===== src/pag_pkg.sv =====
// Package for the port A GPIO block: register map, fields, reset values.
// Assumes a 32-bit AXI4-Lite master; every register is one aligned word.
package pag_pkg;
  localparam logic [4:0] PIN_VALUES_ADDR   = 5'h00;
  localparam logic [4:0] OUTPUT_LATCH_ADDR = 5'h04;
  localparam logic [4:0] DIRECTION_ADDR    = 5'h08;
  localparam logic [4:0] ANALOG_SEL_ADDR   = 5'h0c;
  localparam logic [4:0] PULLUP_CTRL_ADDR  = 5'h10;
  localparam logic [4:0] OPTION_ADDR       = 5'h14;
  localparam logic [4:0] ALT_PIN_SEL1_ADDR = 5'h18;
  localparam int         INPUT_ONLY_BIT    = 5;
  localparam int         PULLUP_BIT        = 5;
  localparam int         TX_SEL_BIT        = 0;
  localparam int         GLOBAL_PU_DIS_BIT = 7;
  localparam logic [7:0] DIRECTION_RST     = 8'hff;
  localparam logic [7:0] ANALOG_SEL_RST    = 8'h1f;
  localparam logic [7:0] PULLUP_CTRL_RST   = 8'h20;
  localparam logic [7:0] LATCH_RST         = 8'h00;
  localparam logic [7:0] ALT_PIN_SEL1_RST  = 8'h00;
  localparam logic       GLOBAL_PU_DIS_RST = 1'b1;
  localparam logic [1:0] RESP_OKAY         = 2'h0;
  localparam logic [1:0] RESP_SLVERR       = 2'h2;
endpackage


===== src/pag_sync.sv =====
// Two-flop synchroniser for a bus of pin levels.
// Assumes the inputs are asynchronous to core_clk_i.
module pag_sync #(
  parameter int WIDTH = 8
) (
  input  wire logic             core_clk_i,
  input  wire logic             reset_i,
  input  wire logic [WIDTH-1:0] async_i,
  output logic      [WIDTH-1:0] sync_o
);
  logic [WIDTH-1:0] stage1;

  always_ff @(posedge core_clk_i or posedge reset_i)
  begin
    if (reset_i)
    begin
      stage1 <= '0;
      sync_o <= '0;
    end
    else
    begin
      stage1 <= async_i;
      sync_o <= stage1;
    end
  end
endmodule


===== src/pag_port_a.sv =====
// Port A GPIO with serial transmit/clock pin steering, AXI4-Lite slave.
// Assumes pad levels arrive asynchronously; the pad adds the pull-up.
//
// Design decisions made here: the register addresses and register access over AXI4-Lite.
module pag_port_a #(
  parameter int WIDTH = 8
) (
  input  wire logic             core_clk_i,
  input  wire logic             reset_i,
  input  wire logic [4:0]       s_axi_awaddr,
  input  wire logic             s_axi_awvalid,
  output logic                  s_axi_awready,
  input  wire logic [31:0]      s_axi_wdata,
  input  wire logic [3:0]       s_axi_wstrb,
  input  wire logic             s_axi_wvalid,
  output logic                  s_axi_wready,
  output logic [1:0]            s_axi_bresp,
  output logic                  s_axi_bvalid,
  input  wire logic             s_axi_bready,
  input  wire logic [4:0]       s_axi_araddr,
  input  wire logic             s_axi_arvalid,
  output logic                  s_axi_arready,
  output logic [31:0]           s_axi_rdata,
  output logic [1:0]            s_axi_rresp,
  output logic                  s_axi_rvalid,
  input  wire logic             s_axi_rready,
  input  wire logic [WIDTH-1:0] port_a_pad_i,
  output logic      [WIDTH-1:0] port_a_pad_o,
  output logic      [WIDTH-1:0] port_a_pad_oe_o,
  output logic                  pin5_pullup_en_o,
  output logic      [WIDTH-1:0] analog_path_en_o,
  input  wire logic             master_clear_enable_fuse_i,
  input  wire logic             serial_tx_clock_function_i,
  input  wire logic             serial_tx_clock_oe_i,
  input  wire logic             port_b_pin2_dir_i,
  input  wire logic             port_b_pin5_dir_i,
  output logic                  port_b_pin2_o,
  output logic                  port_b_pin2_oe_o,
  output logic                  port_b_pin5_o,
  output logic                  port_b_pin5_oe_o
);
  logic [WIDTH-1:0] pins_sync;
  logic [WIDTH-1:0] port_a_output_latch;
  logic [WIDTH-1:0] port_a_direction;
  logic [WIDTH-1:0] port_a_analog_select;
  logic [WIDTH-1:0] port_a_pullup_control;
  logic             global_pullup_disable;
  logic             serial_tx_pin_select;
  logic             fuse_sync1, fuse_sync;
  logic [WIDTH-1:0] next_latch, next_direction;
  logic [WIDTH-1:0] next_analog, next_pullup;
  logic             next_global_pu, next_tx_sel;
  logic             aw_held, w_held, w_byte0;
  logic [4:0]       aw_addr, next_aw_addr;
  logic [31:0]      w_data, next_w_data, next_rdata;
  logic             next_aw_held, next_w_held, next_w_byte0;
  logic             next_bvalid, next_rvalid;
  logic [1:0]       next_bresp, next_rresp;
  logic [WIDTH-1:0] port_a_pin_values;
  logic [WIDTH-1:0] next_pad_o, next_pad_oe;
  logic             next_pu5, do_write, known;

  pag_sync #(.WIDTH(WIDTH)) u_pin_sync (
    .core_clk_i (core_clk_i),
    .reset_i    (reset_i),
    .async_i    (port_a_pad_i),
    .sync_o     (pins_sync)
  );

  // Digital reads of analog pins are forced low
  assign port_a_pin_values = pins_sync & ~port_a_analog_select;

  always_comb
  begin
    next_aw_held = aw_held;
    next_w_held  = w_held;
    next_aw_addr = aw_addr;
    next_w_data  = w_data;
    next_w_byte0 = w_byte0;
    if (s_axi_awvalid && s_axi_awready)
    begin
      next_aw_held = 1'b1;
      next_aw_addr = s_axi_awaddr;
    end
    if (s_axi_wvalid && s_axi_wready)
    begin
      next_w_held  = 1'b1;
      next_w_data  = s_axi_wdata;
      next_w_byte0 = s_axi_wstrb[0];
    end
    do_write = aw_held && w_held && !s_axi_bvalid;
    if (do_write)
    begin
      next_aw_held = 1'b0;
      next_w_held  = 1'b0;
    end
  end

  always_comb
  begin
    next_latch     = port_a_output_latch;
    next_direction = port_a_direction;
    next_analog    = port_a_analog_select;
    next_pullup    = port_a_pullup_control;
    next_global_pu = global_pullup_disable;
    next_tx_sel    = serial_tx_pin_select;
    next_bvalid    = s_axi_bvalid && !s_axi_bready;
    next_bresp     = s_axi_bresp;
    known          = 1'b1;
    if (do_write)
    begin
      next_bvalid = 1'b1;
      case (aw_addr)
        pag_pkg::PIN_VALUES_ADDR, pag_pkg::OUTPUT_LATCH_ADDR:
          // Unwritten lanes keep sampled pin levels, not the latch
          next_latch = w_byte0 ? w_data[WIDTH-1:0] : port_a_pin_values;
        pag_pkg::DIRECTION_ADDR:
          if (w_byte0)
            next_direction = w_data[WIDTH-1:0];
        pag_pkg::ANALOG_SEL_ADDR:
          if (w_byte0)
            next_analog = w_data[WIDTH-1:0];
        pag_pkg::PULLUP_CTRL_ADDR:
          if (w_byte0)
            next_pullup[pag_pkg::PULLUP_BIT] = w_data[pag_pkg::PULLUP_BIT];
        pag_pkg::OPTION_ADDR:
          if (w_byte0)
            next_global_pu = w_data[pag_pkg::GLOBAL_PU_DIS_BIT];
        pag_pkg::ALT_PIN_SEL1_ADDR:
          if (w_byte0)
            next_tx_sel = w_data[pag_pkg::TX_SEL_BIT];
        default:
          known = 1'b0;
      endcase
      next_bresp = known ? pag_pkg::RESP_OKAY : pag_pkg::RESP_SLVERR;
    end
    next_direction[pag_pkg::INPUT_ONLY_BIT] = 1'b1;
  end

  always_comb
  begin
    next_rvalid = s_axi_rvalid && !s_axi_rready;
    next_rdata  = s_axi_rdata;
    next_rresp  = s_axi_rresp;
    if (s_axi_arvalid && s_axi_arready)
    begin
      next_rvalid = 1'b1;
      next_rdata  = 32'h0000_0000;
      next_rresp  = pag_pkg::RESP_OKAY;
      case (s_axi_araddr)
        pag_pkg::PIN_VALUES_ADDR:
          next_rdata[WIDTH-1:0] = port_a_pin_values;
        pag_pkg::OUTPUT_LATCH_ADDR:
          next_rdata[WIDTH-1:0] = port_a_output_latch;
        pag_pkg::DIRECTION_ADDR:
          next_rdata[WIDTH-1:0] = port_a_direction;
        pag_pkg::ANALOG_SEL_ADDR:
          next_rdata[WIDTH-1:0] = port_a_analog_select;
        pag_pkg::PULLUP_CTRL_ADDR:
          next_rdata[WIDTH-1:0] = port_a_pullup_control;
        pag_pkg::OPTION_ADDR:
          next_rdata[pag_pkg::GLOBAL_PU_DIS_BIT] = global_pullup_disable;
        pag_pkg::ALT_PIN_SEL1_ADDR:
          // Upper bits stay zero from the clear above
          next_rdata[pag_pkg::TX_SEL_BIT] = serial_tx_pin_select;
        default:
          next_rresp = pag_pkg::RESP_SLVERR;
      endcase
    end
  end

  always_comb
  begin
    // Drivers follow direction only; analog select plays no part
    next_pad_oe = ~port_a_direction;
    next_pad_oe[pag_pkg::INPUT_ONLY_BIT] = 1'b0;
    next_pad_o  = port_a_output_latch & next_pad_oe;
    next_pu5    = fuse_sync ||
                  (!global_pullup_disable &&
                   port_a_pullup_control[pag_pkg::PULLUP_BIT]);
    next_pu5    = next_pu5 && port_a_direction[pag_pkg::PULLUP_BIT];
  end

  always_ff @(posedge core_clk_i or posedge reset_i)
  begin
    if (reset_i)
    begin
      port_a_output_latch   <= pag_pkg::LATCH_RST;
      port_a_direction      <= pag_pkg::DIRECTION_RST;
      port_a_analog_select  <= pag_pkg::ANALOG_SEL_RST;
      port_a_pullup_control <= pag_pkg::PULLUP_CTRL_RST;
      global_pullup_disable <= pag_pkg::GLOBAL_PU_DIS_RST;
      serial_tx_pin_select  <= pag_pkg::ALT_PIN_SEL1_RST[pag_pkg::TX_SEL_BIT];
      aw_held               <= 1'b0;
      w_held                <= 1'b0;
      aw_addr               <= 5'h00;
      w_data                <= 32'h0000_0000;
      w_byte0               <= 1'b0;
      s_axi_bvalid          <= 1'b0;
      s_axi_bresp           <= pag_pkg::RESP_OKAY;
      s_axi_rvalid          <= 1'b0;
      s_axi_rdata           <= 32'h0000_0000;
      s_axi_rresp           <= pag_pkg::RESP_OKAY;
      s_axi_awready         <= 1'b0;
      s_axi_wready          <= 1'b0;
      s_axi_arready         <= 1'b0;
      port_a_pad_o          <= '0;
      port_a_pad_oe_o       <= '0;
      pin5_pullup_en_o      <= 1'b0;
      analog_path_en_o      <= '0;
      fuse_sync1            <= 1'b0;
      fuse_sync             <= 1'b0;
      port_b_pin2_o         <= 1'b0;
      port_b_pin2_oe_o      <= 1'b0;
      port_b_pin5_o         <= 1'b0;
      port_b_pin5_oe_o      <= 1'b0;
    end
    else
    begin
      port_a_output_latch   <= next_latch;
      port_a_direction      <= next_direction;
      port_a_analog_select  <= next_analog;
      port_a_pullup_control <= next_pullup;
      global_pullup_disable <= next_global_pu;
      serial_tx_pin_select  <= next_tx_sel;
      aw_held               <= next_aw_held;
      w_held                <= next_w_held;
      aw_addr               <= next_aw_addr;
      w_data                <= next_w_data;
      w_byte0               <= next_w_byte0;
      s_axi_bvalid          <= next_bvalid;
      s_axi_bresp           <= next_bresp;
      s_axi_rvalid          <= next_rvalid;
      s_axi_rdata           <= next_rdata;
      s_axi_rresp           <= next_rresp;
      s_axi_awready         <= !next_aw_held && !s_axi_awready;
      s_axi_wready          <= !next_w_held && !s_axi_wready;
      s_axi_arready         <= !next_rvalid && !s_axi_arready;
      port_a_pad_o          <= next_pad_o;
      port_a_pad_oe_o       <= next_pad_oe;
      pin5_pullup_en_o      <= next_pu5;
      analog_path_en_o      <= port_a_analog_select;
      fuse_sync1            <= master_clear_enable_fuse_i;
      fuse_sync             <= fuse_sync1;
      // Unselected pin falls back to its own port B direction and drives low
      port_b_pin2_o         <= !serial_tx_pin_select &&
                               serial_tx_clock_function_i;
      port_b_pin2_oe_o      <= serial_tx_pin_select ? !port_b_pin2_dir_i
                               : serial_tx_clock_oe_i;
      port_b_pin5_o         <= serial_tx_pin_select &&
                               serial_tx_clock_function_i;
      port_b_pin5_oe_o      <= serial_tx_pin_select ? serial_tx_clock_oe_i
                               : !port_b_pin5_dir_i;
    end
  end

  property p_rsvd_zero;
    @(posedge core_clk_i) disable iff (reset_i)
      s_axi_rvalid && $past(s_axi_araddr) == pag_pkg::ALT_PIN_SEL1_ADDR &&
      $rose(s_axi_rvalid) |-> s_axi_rdata[31:1] == 31'h0;
  endproperty
  a_rsvd_zero: assert property (p_rsvd_zero)
    else $error("select register upper bits not zero");

  property p_pin5_in;
    @(posedge core_clk_i) disable iff (reset_i)
      !port_a_pad_oe_o[pag_pkg::INPUT_ONLY_BIT] &&
      port_a_direction[pag_pkg::INPUT_ONLY_BIT];
  endproperty
  a_pin5_in: assert property (p_pin5_in)
    else $error("input-only pin driven");

  property p_oe_dir;
    @(posedge core_clk_i) disable iff (reset_i)
      ##1 port_a_pad_oe_o[0] == !$past(port_a_direction[0]);
  endproperty
  a_oe_dir: assert property (p_oe_dir)
    else $error("driver enable does not follow direction");

  property p_tx_route;
    @(posedge core_clk_i) disable iff (reset_i)
      serial_tx_pin_select && serial_tx_clock_function_i |=>
        port_b_pin5_o && !port_b_pin2_o;
  endproperty
  a_tx_route: assert property (p_tx_route)
    else $error("serial tx not on selected pin");
  property p_pu_out_off;
    @(posedge core_clk_i) disable iff (reset_i)
      pin5_pullup_en_o |-> !port_a_pad_oe_o[pag_pkg::PULLUP_BIT];
  endproperty
  a_pu_out_off: assert property (p_pu_out_off)
    else $error("pull-up on while output");
  property p_pu_global;
    @(posedge core_clk_i) disable iff (reset_i)
      global_pullup_disable && !fuse_sync |=> !pin5_pullup_en_o;
  endproperty
  a_pu_global: assert property (p_pu_global)
    else $error("pull-up on despite global disable");

  property p_mclr_pu;
    @(posedge core_clk_i) disable iff (reset_i)
      fuse_sync && port_a_direction[pag_pkg::PULLUP_BIT] |=> pin5_pullup_en_o;
  endproperty
  a_mclr_pu: assert property (p_mclr_pu)
    else $error("pull-up off with master clear enabled");

  property p_analog_zero;
    @(posedge core_clk_i) disable iff (reset_i)
      s_axi_arvalid && s_axi_arready &&
      s_axi_araddr == pag_pkg::PIN_VALUES_ADDR |=>
        (s_axi_rdata[WIDTH-1:0] & $past(port_a_analog_select)) == '0;
  endproperty
  a_analog_zero: assert property (p_analog_zero)
    else $error("analog pin read nonzero");
endmodule


===== config.mk =====
export PLATFORM = sky130hd
export DESIGN_NAME = pag_port_a
export DESIGN_NICKNAME = d
export VERILOG_FILES = /design/src/pag_pkg.sv /design/src/pag_sync.sv /design/src/pag_port_a.sv
export SDC_FILE = /design/constraint.sdc
export NUM_CORES = 1
export LEC_CHECK = 0
export ABC_AREA = 1
export BUFFER_PORTS_ARGS = -buffer_cell sky130_fd_sc_hd__buf_2
export CAP_MARGIN = 20
export CORE_MARGIN = 1.5
export CORE_UTILIZATION = 50
export DETAILED_ROUTE_END_ITERATION = 8
export GPL_TIMING_DRIVEN = 0
export PLACE_DENSITY = 0.8
export REMOVE_ABC_BUFFERS = 1
export SYNTH_ARGS = -nofsm -noshare
export SYNTH_HDL_FRONTEND = slang
export SYNTH_SLANG_ARGS = --single-unit

===== constraint.sdc =====
create_clock -name core_clk_i -period 4 [get_ports core_clk_i]
set_input_delay 0.4 -clock core_clk_i [delete_from_list [all_inputs] [get_ports core_clk_i]]
set_output_delay 0.4 -clock core_clk_i [all_outputs]
set_load 0.02 [all_outputs]

==> results of run 1 <==
[power by group through the flow]
stage               sequential [uW]  combinational [uW]  clock [uW]
finish                         1660                 937         699
global route                   1710                1060         754
CTS                            1660                 949         720
detailed placement             1680                 941           0
global placement               1660                 907           0
floorplan                      1820                 457           0
[logic make-up (layout without fill, tap and decap cells)]
group / Yosys count / in the layout / synth area share, %
other cells: 1 / 28 / 0.0888
buf+inv: 89 / 150 / 11.1
flops: 102 / 102 / 60.9
simple gates: 175 / 175 / 19.0
compound gates: 62 / 62 / 9.04
[metrics by stage]
step,util [%],instances,total power (uW),cell area (um2)
2_1_floorplan,-,421,2280,4060
3_3_place_gp,55.9,606,2570,4590
3_5_place_dp,56.3,607,2620,4620
4_1_cts,58.9,622,3330,4840
5_1_grt,58.9,622,3520,4840
6_report,58.9,622,3300,4840
[cell usage in the layout, fill, tap and decap left out, types with 2 or more instances in the layout]
cell       netlist  routed
nor2_2           2       2
conb_1           1      28
a31oi_1          2       2
o21ai_2         11      11
nor3_1           3       3
o21bai_1         3       3
nor3_4           2       2
inv_1           50      49
o21ai_1          6       6
nand2_1        117     117
o211ai_1         8       8
nor2_1          28      28
clkinv_2         0       2
inv_2            3       3
nand3_1          6       6
clkbuf_8         0      11
bufinv_16        0       2
nand4_1          4       4
nand2_2          4       4
buf_2            1      80
dfrtp_1         88      88
dfstp_2         14      14
o21ai_0         31      31
nor2_4           4       4
[per-layer routing]
metal  GRT usage (%)  vias to the layer above
met1            23.5                     1378
met3            3.86                       15
met4            8.83                        0
li1                -                     1445
met2            31.4                       96
met5               0                        -
[final timing paths]
check | startpoint | cells past startpoint | slack (ns) | endpoint
min | reset_i | 2 | 0.12 | port_a_pad_oe_o[3]$_DFF_PP0_
max reg2reg | w_byte0$_DFFE_PP0P_ | 6 | 2.05 | port_a_direction[3]$_DFFE_PP1P_
min reg2reg | u_pin_sync.stage1[4]$_DFF_PP0_ | 0 | 0.35 | u_pin_sync.sync_o[4]$_DFF_PP0_
min in group core_clk_i | master_clear_enable_fuse_i | 1 | 0.14 | fuse_sync1$_DFF_PP0_
max in group asynchronous | reset_i | 3 | 3.16 | port_a_direction[0]$_DFFE_PP1P_
max | w_byte0$_DFFE_PP0P_ | 6 | 2.05 | port_a_direction[3]$_DFFE_PP1P_
[worst register-to-register path, cell delays in order, from the launching register on]
cell and delay, ns:
dfrtp_1 0.73, inv_2 0.14, nor2_4 0.15, inv_2 0.07, nor3_4 0.57, nand2_1 0.11, o21ai_0 0.12
[flip-flops by register name (all words and copies together), names as in the netlist, 7 cells and up]
signal / flops
w_data: 8
u_pin_sync.sync_o: 8
port_a_analog_select: 8
port_a_pad_oe_o: 7
port_a_direction: 7
port_a_pad_o: 7
analog_path_en_o: 8
port_a_output_latch: 8
s_axi_rdata: 8
u_pin_sync.stage1: 8
[layout make-up]
class | count | area share (%)
clock buffers | 11 | 3.13
multi-input cells | 265 | 26.6
flip-flops and latches | 102 | 53.1
inverters | 54 | 4.24
clock inverters | 4 | 1.45
repair buffers | 81 | 8.83
well taps | 105 | 2.71
==> impl_metrics.prom, run 1 <==
# TYPE chip_impl_metric gauge
chip_impl_info{name="run_status",value="finished clean"} 1
chip_impl_metric{name="seq_power_share",unit="%"} 50.4
chip_impl_metric{name="routed_wl",unit="mm"} 7.94
chip_impl_metric{name="cts_hold_buffers",unit=""} 0
chip_impl_info{name="end_kind",value="flop"} 1
chip_impl_metric{name="met1Wirelength",unit="mm"} 3.40
chip_impl_metric{name="netlist_area",unit="um2"} 4220
chip_impl_info{name="cts_tree",value="yes"} 1
chip_impl_metric{name="timing.max_slew.rel_slack",unit="%"} 50.4
chip_impl_metric{name="cts_post_setup_buffers_inserted",unit=""} 0
chip_impl_metric{name="cp_num_buf_inv",unit=""} 2
chip_impl_metric{name="worstSkewPairLatency",unit="ns"} 0.35
chip_impl_metric{name="vias",unit=""} 2934
chip_impl_info{name="worstPathCellList",value="inv_2, nor2_4, inv_2, nor3_4, nand2_1, o21ai_0"} 1
chip_impl_metric{name="synthesis.instances",unit=""} 429
chip_impl_metric{name="firstDrtPassIters",unit=""} 4
chip_impl_metric{name="post-route-period-util",unit="%"} 48.8
chip_impl_metric{name="fp.coreArea",unit="um2"} 8220
chip_impl_metric{name="cts_made_buffers",unit=""} 9
chip_impl_metric{name="antenna_violating_nets_remaining",unit=""} 0
chip_impl_info{name="clk_root_buffer_cell",value="clkbuf_8"} 1
chip_impl_metric{name="flow.area_growth_from_synthesis",unit="%"} 14.7
chip_impl_metric{name="dpl.hpwl",unit="mm"} 5.70
chip_impl_metric{name="rows",unit=""} 33
chip_impl_metric{name="die_w",unit="um"} 94.9
chip_impl_metric{name="clk_pin_slew_worst_paths",unit="ns"} 0.08
chip_impl_metric{name="antenna_found_initial",unit=""} 0
chip_impl_metric{name="fmax",unit="MHz"} 512
chip_impl_metric{name="footprint_of_the_multi_input_gates",unit="um2"} 1290
chip_impl_info{name="ys_top_cells_by_count",value="nand2_1 (117), dfrtp_1 (88), inv_1 (50)"} 1
chip_impl_metric{name="fin_tns_setup",unit="ns"} 0
chip_impl_metric{name="placement.setup.worst_slack",unit="ns"} 2.09
chip_impl_info{name="post-synth-top-area-cell",value="dfrtp_1"} 1
chip_impl_metric{name="critical_path_peak_fanout",unit=""} 16
chip_impl_metric{name="switching_share",unit="%"} 36.5
chip_impl_metric{name="grt_start_max_net_pins",unit=""} 53
chip_impl_metric{name="cts_buffer_depth",unit=""} 2
chip_impl_metric{name="worst-endpoint-required",unit="ns"} 4.28
chip_impl_metric{name="power_frac_clock",unit="%"} 21.2
chip_impl_metric{name="total_switching_power",unit="uW"} 1200
chip_impl_metric{name="drc_errors",unit=""} 0
chip_impl_metric{name="wl_per_cell",unit="um"} 12.8
chip_impl_info{name="cp_common_cell",value="inv_2"} 1
chip_impl_metric{name="vias_per_cell",unit=""} 4.72
chip_impl_info{name="cells_taking_the_most_area_after_synthesis",value="dfrtp_1 (52%), nand2_1 (10%), dfstp_2 (8.7%)"} 1
chip_impl_metric{name="number_of_hold_violations_in_the_final_report",unit=""} 0
chip_impl_info{name="top_reg_cell_synth",value="dfrtp_1"} 1
chip_impl_metric{name="synth_edf_count",unit=""} 0
chip_impl_metric{name="drive_gt1_share",unit="%"} 27.5
chip_impl_metric{name="synth_top_cell_area_share",unit="%"} 52.1
chip_impl_metric{name="synthesized_area_per_cell",unit="um2"} 9.84
chip_impl_metric{name="clock_sinks",unit=""} 102
chip_impl_metric{name="ys.warnings.count",unit=""} 0
chip_impl_metric{name="pwr_density_cell",unit="nW/um2"} 681
chip_impl_metric{name="ys_seq_area_share",unit="%"} 60.9
chip_impl_metric{name="worst_ir_drop_vdd",unit="V"} 0.000321
chip_impl_metric{name="max-cap-violations",unit=""} 0
chip_impl_metric{name="port_buffers",unit=""} 80
chip_impl_info{name="setup.worst_path.start_class",value="flop"} 1
chip_impl_metric{name="h-tree-depth",unit=""} 3
chip_impl_metric{name="finalSetupViolations",unit=""} 0
chip_impl_metric{name="routability_congestion_estimate_from_global_placement",unit=""} 0.830
chip_impl_metric{name="final_critical_path_setup_slack",unit="ns"} 2.05
chip_impl_metric{name="gr-usage-all-layers",unit="%"} 18.9
chip_impl_metric{name="p_int",unit="uW"} 2090
chip_impl_metric{name="final-max-slew-violation-count",unit=""} 0
chip_impl_metric{name="pin_count",unit=""} 136
chip_impl_metric{name="grt_pass1_vias",unit=""} 2799
chip_impl_info{name="hp-class",value="in2async"} 1
chip_impl_metric{name="area_of_the_die",unit="um2"} 9010
chip_impl_info{name="worst_path_max_delay_cell",value="dfrtp_1"} 1
chip_impl_metric{name="timing_worst_slew_pin_value",unit="ns"} 0.742
chip_impl_metric{name="slowest_delay",unit="ns"} 0.73
chip_impl_info{name="setup.worst_path.class",value="reg2reg"} 1
chip_impl_metric{name="globalRouteOverflowTotal",unit=""} 0
chip_impl_metric{name="fillers",unit=""} 720
chip_impl_info{name="synth_most_common_cell",value="nand2_1"} 1
chip_impl_metric{name="die_h",unit="um"} 94.9
chip_impl_metric{name="grt_first_pass_wirelength",unit="mm"} 12.8
chip_impl_metric{name="finalCriticalPeriod",unit="ns"} 1.95
chip_impl_metric{name="detailroute.wirelength.met3",unit="um"} 447
chip_impl_metric{name="post_cts.resized_instances",unit=""} 0
chip_impl_metric{name="crit_path_arrival_time",unit="ns"} 2.23
chip_impl_info{name="dr.max_layer_used",value="met4"} 1
chip_impl_metric{name="postSynthRegisterBits",unit=""} 102
chip_impl_metric{name="holdWs",unit="ns"} 0.121
chip_impl_metric{name="power.share.combinational",unit="%"} 28.4
chip_impl_metric{name="final_nets",unit=""} 579
chip_impl_metric{name="storage_cell_area",unit="um2"} 2570
chip_impl_info{name="critPathTopFamily",value="simple AND/OR/NAND/NOR gates"} 1
chip_impl_metric{name="cellLeakagePower",unit="uW"} 0.00251
chip_impl_metric{name="synth-async-reset-ratio",unit="%"} 100
chip_impl_metric{name="initial_standard_cell_utilization_of_the_core",unit="%"} 51.4
chip_impl_metric{name="detail_route.iter0.violations",unit=""} 166
chip_impl_metric{name="antenna_cells",unit=""} 0
chip_impl_metric{name="met2_length",unit="mm"} 3.96
chip_impl_metric{name="synth_cell_types",unit=""} 31
chip_impl_metric{name="final.setup_skew",unit="ns"} 0.00599
chip_impl_info{name="unrepaired_setup_endpoints_after_global_routing",value="false"} 1
Power figures use the tool's default switching activity.
==> run 2: changes to the inputs <==
CORE_UTILIZATION = 46   (was 50)
PLACE_DENSITY = 0.77   (was 0.8)
clock period = 1.75 ns   (was 4 ns; I/O delays follow)
==> run 2 against run 1 <==
The flow now finishes with violations (design-rule violations). Global-route usage decreased by 0.52 points. Register-to-register slack got worse by 1.8 ns. Wire length increased by 5.3%. Critical path depth increased by 1. Highest routed layer unchanged.
==> impl_metrics.prom, run 2 (synthesis results as in run 1) <==
# TYPE chip_impl_metric gauge
chip_impl_info{name="final_cell_mix",value="nand2_1 (117), dfrtp_1 (87), buf_2 (80)"} 1
chip_impl_metric{name="pin_count",unit=""} 136
chip_impl_metric{name="rows",unit=""} 34
chip_impl_info{name="unrepaired_setup_endpoints_after_global_routing",value="false"} 1
chip_impl_metric{name="wl_per_cell",unit="um"} 13.0
chip_impl_metric{name="antenna_cells",unit=""} 0
chip_impl_metric{name="initial_standard_cell_utilization_of_the_core",unit="%"} 48.0
chip_impl_metric{name="routed_wl",unit="mm"} 8.36
chip_impl_metric{name="grt_start_max_net_pins",unit=""} 74
chip_impl_info{name="end_kind",value="flop"} 1
chip_impl_info{name="run_status",value="finished with violations"} 1
chip_impl_metric{name="clk_pin_slew_worst_paths",unit="ns"} 0.10
chip_impl_metric{name="die_h",unit="um"} 98.8
chip_impl_info{name="setup.worst_path.start_class",value="flop"} 1
chip_impl_metric{name="fp.coreArea",unit="um2"} 8810
chip_impl_metric{name="routability_congestion_estimate_from_global_placement",unit=""} 0.872
chip_impl_metric{name="flow.area_growth_from_synthesis",unit="%"} 19.2
chip_impl_metric{name="antenna_violating_nets_remaining",unit=""} 0
chip_impl_metric{name="fmax",unit="MHz"} 656
chip_impl_info{name="cts_tree",value="yes"} 1
chip_impl_metric{name="finalCriticalPeriod",unit="ns"} 1.53
chip_impl_metric{name="antenna_found_initial",unit=""} 0
chip_impl_info{name="setup.worst_path.class",value="reg2reg"} 1
chip_impl_metric{name="number_of_hold_violations_in_the_final_report",unit=""} 0
chip_impl_metric{name="die_w",unit="um"} 98.8
chip_impl_metric{name="worst_ir_drop_vdd",unit="V"} 0.000599
chip_impl_metric{name="critical_path_peak_fanout",unit=""} 16
chip_impl_metric{name="globalRouteOverflowTotal",unit=""} 0
chip_impl_metric{name="final_nets",unit=""} 596
chip_impl_metric{name="port_buffers",unit=""} 80
chip_impl_metric{name="worstSkewPairLatency",unit="ns"} 0.35
chip_impl_metric{name="area_of_the_die",unit="um2"} 9760
chip_impl_metric{name="fillers",unit=""} 787
chip_impl_info{name="commonest_non_fill_non_tap_cell_in_the_layout",value="nand2_1"} 1
chip_impl_metric{name="grt_first_pass_wirelength",unit="mm"} 14.0
chip_impl_metric{name="timing.max_slew.rel_slack",unit="%"} 64.0
chip_impl_metric{name="finalSetupViolations",unit=""} 0
chip_impl_metric{name="worst-endpoint-required",unit="ns"} 2.03
chip_impl_metric{name="drc_errors",unit=""} 8
chip_impl_metric{name="gr-usage-all-layers",unit="%"} 18.3
chip_impl_metric{name="pwr_density_cell",unit="nW/um2"} 1520
chip_impl_metric{name="dpl.hpwl",unit="mm"} 5.66
chip_impl_metric{name="drive_gt1_share",unit="%"} 27.3
chip_impl_metric{name="clock_sinks",unit=""} 102
chip_impl_metric{name="final.setup_skew",unit="ns"} 0.00875
chip_impl_metric{name="firstDrtPassIters",unit=""} 8
chip_impl_metric{name="max-cap-violations",unit=""} 0
chip_impl_metric{name="timing_worst_slew_pin_value",unit="ns"} 0.536
chip_impl_metric{name="crit_path_arrival_time",unit="ns"} 1.80
chip_impl_metric{name="cellLeakagePower",unit="uW"} 0.00258
chip_impl_info{name="min-delay-start",value="s_axi_awaddr[3]"} 1
chip_impl_info{name="hp-class",value="in2reg"} 1
chip_impl_metric{name="cts_buffer_depth",unit=""} 2
chip_impl_metric{name="cts_made_buffers",unit=""} 9
chip_impl_info{name="startpoint",value="w_byte0$_DFFE_PP0P_"} 1
chip_impl_metric{name="vias",unit=""} 3019
chip_impl_metric{name="vias_per_cell",unit=""} 4.70
chip_impl_info{name="clk_root_buffer_cell",value="clkbuf_8"} 1
chip_impl_metric{name="final-max-slew-violation-count",unit=""} 0
chip_impl_metric{name="total_power",unit="uW"} 7630
chip_impl_metric{name="detail_route.iter0.violations",unit=""} 157
chip_impl_metric{name="post-route-period-util",unit="%"} 87.2
chip_impl_metric{name="fin_tns_setup",unit="ns"} 0
chip_impl_metric{name="h-tree-depth",unit=""} 3
chip_impl_info{name="reg2reg_from",value="w_byte0$_DFFE_PP0P_"} 1
chip_impl_metric{name="grt_pass1_vias",unit=""} 3003
chip_impl_info{name="failed_checks",value="design-rule violations"} 1
==> run 2: cell count changes in the layout (fill, tap and decap cells not counted), sizes merged <==
| cell | previous run | this run |
|---|---|---|
| buf | 81 | 84 |
| clkinv | 3 | 2 |
| clkinvlp | 0 | 1 |
| dlygate4sd3 | 0 | 14 |
| inv | 53 | 54 |
==> run 2: final timing paths <==
check | to | slack (ns) | cells after the start
setup / recovery | port_a_direction[6]$_DFFE_PP1P_ | 0.22 | 7
hold / removal | aw_addr[3]$_DFFE_PP0P_ | 0.01 | 3
hold reg to reg | u_pin_sync.sync_o[5]$_DFF_PP0_ | 0.35 | 0
setup reg to reg | port_a_direction[6]$_DFFE_PP1P_ | 0.22 | 7
max in group asynchronous | port_a_direction[0]$_DFFE_PP1P_ | 0.69 | 4
min in group asynchronous | u_pin_sync.sync_o[6]$_DFF_PP0_ | 0.36 | 3
==> run 2: area by class of cell <==
type                    instances  area [um2]  share of cell area (%)
well taps                     108         135                    2.68
flip-flops and latches        102        2570                    51.1
clock inverters                 5        81.3                    1.62
repair buffers                 98         603                    12.0
inverters                      54         205                    4.08
clock buffers                  11         141                    2.81
multi-input cells             265        1300                    25.8
==> run 2: what timing repair did <==
action	CTS	global route
setup endpoints to repair	15	10
pin swaps	1	1
endpoints found under the hold margin	40	0
resized for setup	1	1
setup buffers	1	2
gates cloned	0	0
hold buffers	14	0
==> run 2: worst max-delay path, cell delays in order, from the launching register on <==
cell	delay, ns
dfrtp_2	0.58
inv_2	0.11
nor2_4	0.15
inv_2	0.08
nor3_4	0.20
buf_12	0.18
nand2_1	0.06
o21ai_0	0.07
==> run 2: through the flow <==
step / instance area (um2) / worst slack (ns) / std cells / util (%) / hold slack (ns)
2_1_floorplan: 4060 / -1.08 / 421 / - / 0.206
3_3_place_gp: 4600 / -2.09 / 609 / 52.2 / 0.283
3_5_place_dp: 4630 / -0.190 / 610 / 52.5 / 0.202
4_1_cts: 5010 / 0.00112 / 641 / 56.9 / 0.000244
5_1_grt: 5030 / 0.00931 / 643 / 57.2 / 0.00250
6_report: 5030 / 0.225 / 643 / 57.2 / 0.00991
==> run 2: power breakdown <==
part / total [uW] / switching [uW] / internal (uW)
clock: 1620 / 775 / 849
combinational: 2220 / 1510 / 705
sequential: 3790 / 545 / 3240
==> run 2: routing by layer <==
layer  share of wire [%]  GRT usage (%)  vias up
met2                  51           30.4      104
met3                 6.2           4.18       11
met4                 1.5           7.80        0
li1                    -              -     1484
met1                  41           23.3     1420
met5                   0              0        -
